$ cat src/core/bsw_pkg.sv
// constants and types shared by the block-stipple span writer
package bsw_pkg;

   // ==========================================================
   // widths
   localparam int ADDR_W    = 24;   // host byte address width
   localparam int GRP_W     = 19;   // 32-pixel group index width
   localparam int MASK_W    = 32;   // stipple mask and span width in pixels
   localparam int QUADS     = 8;    // 4-pixel quads per 32-pixel group
   localparam int QUAD_PIX  = 4;    // pixels per quad
   localparam int ROP_W     = 12;   // raster-op register bits seen here
   localparam int CNT_W     = 4;    // write-cycle counter width

   // ==========================================================
   // raster-op register fields
   localparam int DBMP_LSB  = 8;    // destination bitmap type, bits 9:8
   localparam int DBYTE_LSB = 10;   // destination byte, bits 11:10

   // destination bitmap type encodings
   localparam logic [1:0] DBMP_PACKED8   = 2'h0;
   localparam logic [1:0] DBMP_UNPACKED8 = 2'h1;
   localparam logic [1:0] DBMP_12BPP     = 2'h2;
   localparam logic [1:0] DBMP_24BPP     = 2'h3;

   // ==========================================================
   // masks and reset values
   localparam logic [MASK_W-1:0] MASK_ONES  = 32'hffffffff;
   localparam logic [MASK_W-1:0] MASK_ZERO  = 32'h00000000;
   localparam logic [GRP_W-1:0]  GRP_RST    = 19'h00000;
   localparam logic [1:0]        FIELD_RST  = 2'h0;
   localparam logic [CNT_W-1:0]  CNT_RST    = 4'h0;

   // write-cycle ceilings per 32-pixel span
   localparam logic [CNT_W-1:0]  MAX_CYC_8BIT = 4'h2;
   localparam logic [CNT_W-1:0]  MAX_CYC_WIDE = 4'h8;

   // ==========================================================
   // sequencer states, gray along idle -> run -> idle
   typedef enum logic [0:0] {
      BSW_IDLE = 1'b0,
      BSW_RUN  = 1'b1
   } bsw_state_t;

endpackage : bsw_pkg

$ cat src/core/bsw_span_writer.sv
// block-stipple span writer: one host write becomes masked vram block-write cycles
`timescale 1ns/10ps

module bsw_span_writer
   import bsw_pkg::*;
(
   // clock and reset
   input  wire logic                ref_clk_i,
   input  wire logic                rst_n_i,
   // host drawing writes
   input  wire logic                fb_wr_i,
   input  wire logic [ADDR_W-1:0]   fb_addr_i,
   input  wire logic [MASK_W-1:0]   fb_data_i,
   input  wire logic                span_resume_i,
   output      logic                req_ready_o,
   output      logic                cfg_error_o,
   // configuration levels
   input  wire logic [ADDR_W-1:0]   pixel_address_reg_i,
   input  wire logic [MASK_W-1:0]   plane_write_mask_reg_i,
   input  wire logic [ROP_W-1:0]    raster_op_reg_i,
   input  wire logic                fb_depth32_i,
   // vram block-write cycles
   output      logic                mem_bw_valid_o,
   input  wire logic                mem_ready_i,
   output      logic [GRP_W-1:0]    mem_bw_addr_o,
   output      logic [MASK_W-1:0]   mem_bw_pix_en_o,
   output      logic [MASK_W-1:0]   mem_plane_mask_o,
   output      logic [1:0]          mem_dest_bmp_o,
   output      logic [1:0]          mem_dest_byte_o
);

   // ==========================================================
   // request decode
   logic                req_any;
   logic                accept;
   logic                accept_ok;
   logic                accept_bad;
   logic [1:0]          req_bmp;
   logic                req_packed8;
   logic                req_wide;
   logic [ADDR_W-1:0]   req_byte;
   logic [ADDR_W-1:0]   req_pix;
   logic [4:0]          req_rot;
   logic [2*MASK_W-1:0] req_win;
   logic                req_unsup;
   logic                req_misalign;

   // raster-op bits 7:0 are deliberately never looked at
   assign req_bmp     = raster_op_reg_i[DBMP_LSB+1:DBMP_LSB];
   assign req_packed8 = (req_bmp == DBMP_PACKED8);
   assign req_wide    = (req_bmp == DBMP_12BPP) || (req_bmp == DBMP_24BPP);
   assign req_any     = fb_wr_i | span_resume_i;
   assign accept      = req_any & req_ready_o;

   // a frame buffer write is dword aligned, only the resume path carries byte bits
   assign req_byte = fb_wr_i ? {fb_addr_i[ADDR_W-1:2], 2'b00}
                             : pixel_address_reg_i;

   // packed 8-bit on an 8-bit buffer is byte addressed, all else dword addressed
   assign req_pix = (req_packed8 && !fb_depth32_i) ? req_byte
                                                   : {2'b00, req_byte[ADDR_W-1:2]};

   // packed 8-bit into a 32-bit buffer cannot be drawn
   assign req_unsup    = req_packed8 && fb_depth32_i;
   // a direct write cannot reach a byte inside a dword
   assign req_misalign = fb_wr_i && req_packed8 && (fb_addr_i[1:0] != 2'b00);
   assign accept_bad   = accept && (req_unsup || req_misalign);
   assign accept_ok    = accept && !accept_bad;

   // the host already placed bit 0 on the quad start; finish the job to 32 pixels
   assign req_rot = {req_pix[4:2], 2'b00};
   assign req_win = {MASK_ZERO, fb_data_i} << req_rot;

   // ==========================================================
   // captured span
   logic [MASK_W-1:0]   pend_lo_reg;
   logic [MASK_W-1:0]   pend_lo_next;
   logic [MASK_W-1:0]   pend_hi_reg;
   logic [MASK_W-1:0]   pend_hi_next;
   logic [GRP_W-1:0]    grp_reg;
   logic                fb32_reg;
   logic                wide_reg;
   bsw_state_t          state_reg;
   bsw_state_t          state_next;
   logic [CNT_W-1:0]    cyc_cnt_reg;

   // ==========================================================
   // chunk selection
   logic                use_hi;
   logic [MASK_W-1:0]   cur;
   logic                split;
   logic [QUADS-1:0]    quad_nz;
   logic [QUADS-1:0]    quad_low;
   logic [MASK_W-1:0]   quad_mask;
   logic [MASK_W-1:0]   chunk;
   logic                pend_any;
   logic                slot_free;
   logic                load_chunk;

   assign pend_any   = (pend_lo_reg != MASK_ZERO) || (pend_hi_reg != MASK_ZERO);
   assign slot_free  = !mem_bw_valid_o || mem_ready_i;
   assign load_chunk = (state_reg == BSW_RUN) && pend_any && slot_free;

   // empty groups are never visited, so an unsplit one-sided span costs one cycle
   assign use_hi = (pend_lo_reg == MASK_ZERO);
   assign cur    = use_hi ? pend_hi_reg : pend_lo_reg;

   // wide pixels in a 32-bit buffer take one cycle per lit quad unless full
   assign split = fb32_reg && wide_reg && (cur != MASK_ONES);

   // per-quad occupancy and per-pixel expansion of the lowest lit quad
   genvar gq;
   generate
      for (gq = 0; gq < QUADS; gq++) begin : g_quad
         assign quad_nz[gq] = |cur[gq*QUAD_PIX +: QUAD_PIX];
         assign quad_mask[gq*QUAD_PIX +: QUAD_PIX] = {QUAD_PIX{quad_low[gq]}};
      end
   endgenerate

   assign quad_low = quad_nz & (QUADS'(~quad_nz) + 8'h01);
   // an 8-bit buffer or a full group goes out whole: at most one cycle per group
   assign chunk    = split ? (cur & quad_mask) : cur;

   // pending bits left once the chunk is issued
   always_comb begin
      pend_lo_next = pend_lo_reg;
      pend_hi_next = pend_hi_reg;
      if (accept_ok) begin
         pend_lo_next = req_win[MASK_W-1:0];
         pend_hi_next = req_win[2*MASK_W-1:MASK_W];
      end else if (load_chunk) begin
         if (use_hi) begin
            pend_hi_next = pend_hi_reg & ~chunk;
         end else begin
            pend_lo_next = pend_lo_reg & ~chunk;
         end
      end
   end

   // ==========================================================
   // sequencer
   always_comb begin
      state_next = state_reg;
      case (state_reg)
         BSW_IDLE: begin
            // an all-zero mask draws nothing and never leaves idle
            if (accept_ok && (fb_data_i != MASK_ZERO)) begin
               state_next = BSW_RUN;
            end
         end
         BSW_RUN: begin
            if (!pend_any && slot_free) begin
               state_next = BSW_IDLE;
            end
         end
         default: begin
            state_next = BSW_IDLE;
         end
      endcase
   end

   always_ff @(posedge ref_clk_i or negedge rst_n_i) begin
      if (!rst_n_i) begin
         state_reg <= BSW_IDLE;
      end else begin
         state_reg <= state_next;
      end
   end

   // ready only in idle: a span is fully issued before the next is taken
   always_ff @(posedge ref_clk_i or negedge rst_n_i) begin
      if (!rst_n_i) begin
         req_ready_o <= 1'b0;
      end else begin
         req_ready_o <= (state_next == BSW_IDLE);
      end
   end

   // refused request shows as a one-cycle pulse and draws nothing
   always_ff @(posedge ref_clk_i or negedge rst_n_i) begin
      if (!rst_n_i) begin
         cfg_error_o <= 1'b0;
      end else begin
         cfg_error_o <= accept_bad;
      end
   end

   // pending masks
   always_ff @(posedge ref_clk_i or negedge rst_n_i) begin
      if (!rst_n_i) begin
         pend_lo_reg <= MASK_ZERO;
         pend_hi_reg <= MASK_ZERO;
      end else begin
         pend_lo_reg <= pend_lo_next;
         pend_hi_reg <= pend_hi_next;
      end
   end

   // span parameters are frozen at accept so host updates cannot tear a span
   always_ff @(posedge ref_clk_i or negedge rst_n_i) begin
      if (!rst_n_i) begin
         grp_reg          <= GRP_RST;
         fb32_reg         <= 1'b0;
         wide_reg         <= 1'b0;
         mem_plane_mask_o <= MASK_ZERO;
         mem_dest_bmp_o   <= FIELD_RST;
         mem_dest_byte_o  <= FIELD_RST;
      end else if (accept_ok) begin
         grp_reg          <= req_pix[ADDR_W-1:5];
         fb32_reg         <= fb_depth32_i;
         wide_reg         <= req_wide;
         mem_plane_mask_o <= plane_write_mask_reg_i;
         mem_dest_bmp_o   <= req_bmp;
         mem_dest_byte_o  <= raster_op_reg_i[DBYTE_LSB+1:DBYTE_LSB];
      end
   end

   // ==========================================================
   // block-write output stage
   // groups are 32-pixel aligned, so the vram colour registers tile on pixel[2:0]
   always_ff @(posedge ref_clk_i or negedge rst_n_i) begin
      if (!rst_n_i) begin
         mem_bw_valid_o  <= 1'b0;
         mem_bw_addr_o   <= GRP_RST;
         mem_bw_pix_en_o <= MASK_ZERO;
      end else if (load_chunk) begin
         mem_bw_valid_o  <= 1'b1;
         mem_bw_addr_o   <= use_hi ? (grp_reg + 19'h00001) : grp_reg;
         mem_bw_pix_en_o <= chunk;
      end else if (mem_ready_i) begin
         mem_bw_valid_o  <= 1'b0;
      end
   end

   // cycles spent on the current span, checked against the ceilings
   always_ff @(posedge ref_clk_i or negedge rst_n_i) begin
      if (!rst_n_i) begin
         cyc_cnt_reg <= CNT_RST;
      end else if (accept_ok) begin
         cyc_cnt_reg <= CNT_RST;
      end else if (load_chunk) begin
         cyc_cnt_reg <= cyc_cnt_reg + 4'h1;
      end
   end
endmodule : bsw_span_writer

$ cat config.mk
export PLATFORM = sky130hd
export DESIGN_NAME = bsw_span_writer
export DESIGN_NICKNAME = d
export VERILOG_FILES = /design/src/core/bsw_pkg.sv /design/src/core/bsw_span_writer.sv
export SDC_FILE = /design/constraint.sdc
export NUM_CORES = 1
export LEC_CHECK = 0
export ABC_AREA = 0
export ABC_CLOCK_PERIOD_IN_PS = 3750
export BUFFER_PORTS_ARGS = -buffer_cell sky130_fd_sc_hd__buf_2
export CORE_MARGIN = 2
export CORE_UTILIZATION = 55
export DETAILED_ROUTE_END_ITERATION = 10
export PLACE_DENSITY = 0.81
export SYNTH_ARGS = -nofsm -noshare
export SYNTH_HDL_FRONTEND = slang
export SYNTH_SLANG_ARGS = --single-unit
$ cat constraint.sdc
create_clock -name ref_clk_i -period 3.75 [get_ports ref_clk_i]
set_clock_uncertainty 0.1 [all_clocks]
set_input_delay 0.375 -clock ref_clk_i [delete_from_list [all_inputs] [get_ports ref_clk_i]]
set_output_delay 0.375 -clock ref_clk_i [all_outputs]
set_load 0.01 [all_outputs]
==> results of run 1 <==
-- per-layer routing --
metal	global-route usage, %	wire length, um
met1	46.7	12300
met2	48.5	13000
met3	7.62	2730
met4	11.0	883
met5	0	0
-- worst min-delay path, cell delays in order --
cell and delay, ps:
buf_2 70, nand2_1 40, nand2_1 40
-- worst max path at each step --
stage	from	end	slack [ps]	depth (start not counted)
after global placement	pend_lo_reg[12]	pend_lo_reg[20]	240	10
after detailed placement	pend_lo_reg[12]	pend_hi_reg[17]	170	10
final	pend_lo_reg[12]	pend_lo_reg[20]	140	8
after floorplan	pend_lo_reg[12]	pend_hi_reg[20]	510	9
after CTS	pend_lo_reg[12]	pend_lo_reg[17]	140	10
after global routing	pend_lo_reg[12]	mem_bw_pix_en_o[13]	3	9
-- per-stage QoR --
stage	std cells	hold WS [ps]	util, %	total power [uW]	area [sq um]
after global placement	1409	353	65.2	8350	10900
after global routing	1442	30.4	68.9	11000	11500
final	1442	23.6	68.9	10400	11500
after floorplan	998	-20.6	-	6480	9450
after CTS	1442	17.0	68.8	10300	11500
after detailed placement	1409	357	65.2	8510	10900
-- report_power, final --
group	internal [uW]	switching (uW)
Clock	1010	785
Sequential	2660	596
Combinational	1950	3430
Total	5620	4810
-- synthesized netlist by cell type (10+ instances only) --
cell type and count:
a221oi_1 10, clkbuf_1 37, inv_1 27, nor4_1 31, a21oi_1 29, a41oi_1 25
buf_2 12, dfrtp_1 176, nand2_1 254, o2bb2ai_1 16, mux4_2 20, xor2_1 10
a22o_1 13, mux2i_1 73, o21ai_0 60, a31oi_1 13, nor2_1 60
-- cell families (layout without fill, tap and decap cells) --
kind of cell	Yosys count	in the layout	share of synthesized area [%]
AOI/OAI and AO/OA	211	211	15.8
DFF	176	176	46.6
buffers and inverters	87	311	3.70
xor gates and xnor gates	18	18	1.67
and+or+nand+nor	412	412	19.5
muxes	93	93	12.5
adders and majority gates	1	1	0.132
-- cell type report --
class | instances | share of cell area, %
flip-flops and latches | 176 | 38.3
inverters | 28 | 0.914
repair buffers | 251 | 12.1
clock buffers | 19 | 3.85
clock inverters | 13 | 1.32
well taps | 220 | 2.39
multi-input cells | 735 | 41.1
-- timing repair --
| item | 4_1_cts | 5_1_grt |
|---|---|---|
| endpoints found under the setup margin | 0 | 11 |
| endpoints found under the hold margin | 74 | 0 |
| gates resized for setup | 0 | 3 |
| hold buffers | 1 | 0 |
==> results_dict.tcl, run 1 <==
set metrics [dict create \
    synth_cell_types 54 \
    dp_hpwl_mm 21.9 \
    grt_pass1_wl_mm 45.4 \
    rsz0062_at_grt "no" \
    r2r_slack_ps 140 \
    die-area_sq_um 18200 \
    path_clk_slew_ps 70 \
    grt.total_usage_pct 32.4 \
    period_share_pct 96.4 \
    power_leakage_uw 0.00547 \
    ant_nets 0 \
    post_cts_buffers 0 \
    clockBufferDepth 2 \
    synth_top_area_share_pct 46.6 \
    worst_pin_slew_ps 1130 \
    dp_slack_ps 166 \
    cp_cell_sequence "or4_1 > or3_4 > nor4_2 > o2111ai_2 > or4_4 > and2_1 > a21oi_2 > o221ai_1" \
    drive_gt1_share_pct 26.8 \
    core_sq_um 16700 \
    synthTopCellsByArea "dfrtp_1 (47%), nand2_1 (10%), mux2i_1 (7.7%), mux4_2 (4.8%), o21ai_0 (3.2%)" \
    rows 47 \
    max_freq_mhz 277 \
    worst-path-buf-inv 0 \
    synthArstFlopShare_pct 100 \
    min_to "mem_plane_mask_o[22]" \
    synth-edff-count 0 \
    slowest_delay_ps 670 \
    fillers 1336 \
    grt_overflow_total 0 \
    crit_type "reg -> reg" \
    drt_pass1_iterations 6 \
    first_global_vias 8372 \
    finalSetupTns_ps 0 \
    layout.nets 1340 \
    grt_max_degree 78 \
    io_buffers 209 \
    hold_viol_final 0 \
    synth.cell_area_sq_um 9450 \
    drt_iter0_markers 901 \
    power_density_nw_per_um2 907 \
    cp.arrival_ps 3810 \
    antenna_found_initial 0 \
    io-pin-count 220 \
    final_cell_mix "nand2_1 (253), buf_2 (208), dfrtp_1 (176)" \
    area.sequential_sq_um 4400 \
    die_x_um 135 \
    synth-seq-area-share_pct 46.6 \
    reg2reg_to "pend_lo_reg[20]" \
    initial_core_util_pct 56.6 \
    fin_crit_ps 3610 \
    crit_path_top_delay_cell "or4_1" \
    critPathTopFamily "simple AND/OR/NAND/NOR gates" \
    setup_viol 0 \
    peakVddDrop_v 0.000533 \
    wirelength_mm 29.0 \
    cp-end-kind "register" \
    finalWorstSetupSlack_ps 136 \
    htreeDepth 4 \
    reg2reg_depth 8 \
    clock-sinks 176 \
    synth_top_area_cell "dfrtp_1" \
    clock_latency_ps 440 \
    diodes 0 \
    cts_buffers 17 \
    timing.rr.start "pend_lo_reg[12]" \
    area_growth_pct 21.8 \
    hold_path_depth 3 \
    layout_commonest_cell "nand2_1" \
    vias 8842 \
    ys_ff_latch 176 \
    multi_input_area_sq_um 4730 \
    cap_viol_max_count 0 \
    drc 0 \
    ys.flop_type "dfrtp_1" \
    viasPerCell 6.13 \
    relSlewSlack_pct 24.7 \
    final-max-slew-violation-count 0 \
    min_from "plane_write_mask_reg_i[22]" \
    globalplace.congestion 1.04 \
    required_ps 3950 \
    yosysWarnings 0 \
    cts_tree "done" \
    synthCells 998 \
    root_buffer "clkbuf_16" \
    synth_fp_nets 1129 \
    startpoint_type "register" \
    status "completed" \
    hold_path_class "in -> reg" \
    cp_max_fo 8 \
    die_h_um 135 \
    avgRoutedWirePerCell_um 20.1 \
    synth.avg_cell_area_sq_um 9.47 \
]
No activity file was read; power rests on OpenSTA's default activity.
==> inputs of run 2 (changes only) <==
CORE_UTILIZATION = 45   (was 55)
PLACE_DENSITY = 0.8   (was 0.81)
==> run 2 against run 1 <==
  * Sequential cell count unchanged
  * Worst setup slack better by 33 ps
  * Sequential share of layout area shrank 0.30 points
  * Die area up 22%
  * Critical path depth did not move
  * Maximum frequency rose by 0.93%
  * First-iteration DRC count up 9.0%
  * Register-to-register slack gained 30 ps
  * Final cell count rose by 4.0%
  * Global-route usage shrank 5.8 points
  * Clock power decreased by 6%
  * Highest routed layer unchanged
  * Design area is 0.79% higher
  * Critical path type unchanged
  * Largest cell class unchanged
==> results_dict.tcl, run 2 (same netlist as run 1, synthesis figures left out) <==
set metrics [dict create \
    status "completed" \
    multi_input_area_sq_um 4750 \
    viasPerCell 5.94 \
    wl_met3_mm 2.45 \
    io-pin-count 220 \
    vias 8910 \
    crit_type "reg -> reg" \
    area.sequential_sq_um 4400 \
    hold_path_class "in -> reg" \
    ant_nets 0 \
    path_clk_slew_ps 70 \
    reg2reg_depth 8 \
    utilization_pct 55.7 \
    place_inst 1466 \
    clockBufferDepth 2 \
    first_global_vias 8439 \
    clock_latency_ps 430 \
    power_leakage_uw 0.00548 \
    globalplace.congestion 1.01 \
    wirelength_mm 29.7 \
    crit_path_top_delay_cell "or4_4" \
    grt_pass1_wl_mm 45.8 \
    hold_viol_final 0 \
    clock-sinks 176 \
    critPathLaunch "pend_lo_reg[20]" \
    dr_wl_met2_mm 13.4 \
    cap_viol_max_count 0 \
    io_buffers 209 \
    power_density_nw_per_um2 910 \
    cp-end-kind "register" \
    worst_pin_slew_ps 805 \
    relSlewSlack_pct 46.3 \
    grt.total_usage_pct 26.5 \
    slowest_delay_ps 630 \
    drt_iter0_markers 982 \
    grt_overflow_total 0 \
    r2r_slack_ps 170 \
    finalSetupTns_ps 0 \
    cp_max_fo 8 \
    layout_commonest_cell "nand2_1" \
    cts_tree "done" \
    finalPower_uw 10500 \
    timing.rr.start "pend_lo_reg[20]" \
    grt_max_degree 73 \
    hold_path_depth 3 \
    die_h_um 149 \
    htreeDepth 4 \
    fillers 1868 \
    root_buffer "clkbuf_16" \
    reg2reg_to "pend_lo_reg[20]" \
    dr.max_layer_used "met4" \
    initial_core_util_pct 45.4 \
    cp.arrival_ps 3760 \
    fin_cells 1500 \
    final-max-slew-violation-count 0 \
    crit_path_frequent_cell "or4_4" \
    area_growth_pct 22.7 \
    crit_end "pend_lo_reg[20]" \
    drc 0 \
    die-area_sq_um 22200 \
    setup_viol 0 \
    period_share_pct 95.5 \
    rsz0062_at_grt "no" \
    die_x_um 149 \
    cp_cell_sequence "or4_4 > or3_4 > nor4_2 > o2111ai_2 > or4_4 > and2_1 > a21oi_4 > o221ai_1" \
    drive_gt1_share_pct 27.0 \
    dp_hpwl_mm 22.4 \
    antenna_found_initial 1 \
    fin_crit_ps 3580 \
    avgRoutedWirePerCell_um 19.8 \
    required_ps 3930 \
    wl_met1_mm 12.8 \
    core_sq_um 20800 \
    rows 53 \
    peakVddDrop_v 0.000491 \
    layout.nets 1342 \
    cts_buffers 17 \
    drt_pass1_iterations 5 \
    startpoint_type "register" \
    final_cell_mix "nand2_1 (253), buf_2 (208), dfrtp_1 (176)" \
    max_freq_mhz 279 \
]
==> run 2: cell count changes in the layout (fill, tap and decap cells not counted), sizes merged <==
cell,previous run,this run
clkinvlp,6,2
clkinv,1,4
bufinv,2,0
buf,250,252
inv,32,35
diode,0,1
==> run 2: report_power, final <==
part | internal [uW] | leakage, uW | total [uW] | switching [uW]
Clock | 876 | 0.000266 | 1690 | 813
Sequential | 2660 | 0.00229 | 3250 | 590
Combinational | 2090 | 0.00293 | 5610 | 3520
==> run 2: worst max-delay path: cells and delay by family (launching register included) <==
family,cells,cell delay (ps)
compound gates,3,690
simple gates,5,2230
flops,1,400
==> run 2: through the flow <==
stage	setup WS, ps	cell area [sq um]	hold WS (ps)
floorplan	514	9450	-20.6
global placement	223	11000	325
detailed placement	132	11000	333
CTS	110	11600	15.9
global route	26.2	11600	31.7
finish	169	11600	31.0
==> run 2: cell type report <==
class | instances | area share, %
multi-input combinational | 735 | 40.9
tap | 275 | 2.97
timing repair buffer | 253 | 12.4
clock inverter | 13 | 1.07
clock buffer | 19 | 3.73
antenna | 1 | 0.0216
sequential | 176 | 38.0
inverter | 28 | 0.906
==> run 2: repair_timing <==
item                       4_1_cts  5_1_grt
setup buffers                    0        0
hold buffers                     1        0
hold endpoints to repair        70        0
setup endpoints to repair        0       55
resized for setup                0        7
==> run 2: routing by layer <==
metal | GRT usage (%) | vias up
met5 | 0 | -
met4 | 10.0 | 0
met3 | 5.69 | 89
met2 | 39.3 | 480
met1 | 38.2 | 4280
li1 | - | 4061
==> run 2: worst min-delay path by stage <==
stage                                     from  slack [ps]              endpoint
CTS                 plane_write_mask_reg_i[14]          20  mem_plane_mask_o[14]
finish              plane_write_mask_reg_i[14]          30  mem_plane_mask_o[14]
global route        plane_write_mask_reg_i[24]          30  mem_plane_mask_o[24]
detailed placement                     rst_n_i         330       pend_hi_reg[17]
floorplan                              rst_n_i         -20           cfg_error_o
global placement                       rst_n_i         320       pend_hi_reg[17]
==> inputs of run 3 (changes only) <==
CORE_UTILIZATION = 35   (was 45)
PLACE_DENSITY = 0.67   (was 0.8)
SLEW_MARGIN = 25   (was not set)
==> run 3 against run 2 <==
  * Clock power grew 8%
  * Worst hold slack lost 17 ps
  * Total power is essentially flat
  * Core utilization shrank 12 points
  * Register-to-register slack is essentially flat
  * Design area grew 0.51%
  * Count of clock-buffer cells in the layout shrank 1
  * Final cell count grew 4.0%
  * Maximum frequency grew 0.40%
  * Via count shrank 2.6%
  * Worst setup slack gained 14 ps
  * Largest power group unchanged
==> results_dict.tcl, run 3 (same netlist as run 1, synthesis figures left out) <==
set metrics [dict create \
    layout.nets 1337 \
    first_global_vias 8364 \
    drive_gt1_share_pct 26.7 \
    wl_met1_mm 13.7 \
    dp_slack_ps 161 \
    clock_latency_ps 440 \
    grt.total_usage_pct 21.3 \
    cp.arrival_ps 3810 \
    wl_met3_mm 2.18 \
    grt_overflow_total 0 \
    path_clk_slew_ps 80 \
    final_cell_mix "nand2_1 (253), buf_2 (208), dfrtp_1 (176)" \
    rows 60 \
    rsz0062_at_grt "no" \
    initial_core_util_pct 35.3 \
    cp_max_fo 17 \
    drt_pass1_iterations 5 \
    ant_nets 0 \
    die_h_um 168 \
    hold_ws_ps 14.0 \
    antenna_found_initial 0 \
    vias 8677 \
    die_x_um 168 \
    max_freq_mhz 280 \
    crit_end "mem_bw_pix_en_o[27]" \
    critPathLaunch "pend_lo_reg[12]" \
    cts_buffers 17 \
    power_density_nw_per_um2 905 \
    cp-end-kind "register" \
    status "completed" \
    post_cts_buffers 0 \
    clock-sinks 176 \
    drc 0 \
    hold_viol_final 0 \
    place_inst 1526 \
    dr_wl_met2_mm 13.6 \
    globalplace.congestion 0.942 \
    crit_type "reg -> reg" \
    peakVddDrop_v 0.000413 \
    final-max-slew-violation-count 0 \
    setup_viol 0 \
    utilization_pct 43.6 \
    core_sq_um 26700 \
    worst_pin_slew_ps 937 \
    fin_cells 1560 \
    period_share_pct 95.1 \
    required_ps 3990 \
    die-area_sq_um 28300 \
    reg2reg_depth 10 \
    dp_hpwl_mm 23.3 \
    timing.rr.start "pend_lo_reg[12]" \
    reg2reg_to "mem_bw_pix_en_o[27]" \
    wirelength_mm 30.3 \
    io-pin-count 220 \
    r2r_slack_ps 180 \
    drt_iter0_markers 821 \
    power_leakage_uw 0.00548 \
    hold_path_class "in -> reg" \
    layout_commonest_cell "nand2_1" \
    fin_crit_ps 3570 \
    root_buffer "clkbuf_16" \
    finalSetupTns_ps 0 \
    grt_max_degree 70 \
    cts_tree "done" \
    clockBufferDepth 2 \
    area_growth_pct 23.4 \
    relSlewSlack_pct 37.5 \
    grt_pass1_wl_mm 47.5 \
    finalWorstSetupSlack_ps 183 \
    avgRoutedWirePerCell_um 19.4 \
    dr.max_layer_used "met4" \
    fillers 2632 \
    cap_viol_max_count 0 \
    viasPerCell 5.56 \
    startpoint_type "register" \
    htreeDepth 4 \
    diodes 0 \
    io_buffers 209 \
]
run 3: cell types whose count changed in the layout (fill, tap and decap cells not counted), sizes merged:
cell	before	now
inv	35	37
bufinv	0	1
clkinv	4	2
diode	1	0
buf	252	246
dlygate4sd3	1	2
clkbuf	19	18
run 3: repair_timing:
item	in CTS	in global routing
endpoints found under the hold margin	68	0
resized for setup	0	5
hold buffers	2	0
setup endpoints to repair	0	13
run 3: where the power goes:
group / switching [uW] / total, uW / internal [uW] / leakage, uW
logic: 3450 / 5480 / 2030 / 0.00291
registers: 589 / 3250 / 2660 / 0.00229
clock network: 867 / 1820 / 953 / 0.000284
total: 4910 / 10500 / 5640 / 0.00548
run 3: cell type report:
| class | instances | area [sq um] | area share (%) |
|---|---|---|---|
| clock buffers | 18 | 429 | 3.68 |
| multi-input cells | 735 | 4740 | 40.6 |
| inverters | 28 | 105 | 0.902 |
| well taps | 341 | 427 | 3.66 |
| repair buffers | 248 | 1390 | 11.9 |
| clock inverters | 14 | 164 | 1.41 |
| flip-flops and latches | 176 | 4400 | 37.8 |
run 3: through the flow:
stage	total power, uW	instance area [sq um]
final	10500	11700
after global routing	11200	11700
after CTS	10500	11600
after detailed placement	8650	11000
after global placement	8560	11000
after floorplan	6480	9450
run 3: layer usage:
metal  up-vias  track usage, %
met5         -               0
met3        62            4.02
met1      4200            30.7
met2       376            32.3
li1       4039               -
met4         0            7.01
run 3: worst min path at each step:
stage               cells past startpoint                        from              endpoint  slack (ps)
floorplan                               0                     rst_n_i           cfg_error_o         -20
global placement                        1                     rst_n_i      mem_bw_addr_o[9]         320
detailed placement                      1                     rst_n_i      mem_bw_addr_o[7]         320
CTS                                     3         raster_op_reg_i[11]    mem_dest_byte_o[1]         0.2
global route                            3   plane_write_mask_reg_i[0]   mem_plane_mask_o[0]           9
finish                                  3  plane_write_mask_reg_i[28]  mem_plane_mask_o[28]          10
run 3: worst max-delay path: stages, from the launching register on:
cell and delay, ps:
dfrtp_1 400, or4_1 690, nor3_4 190, buf_4 250, a41oi_1 260, or4_1 570, nor4_2 180, a41oi_2 170
buf_4 200, and3_1 240, a211oi_1 220
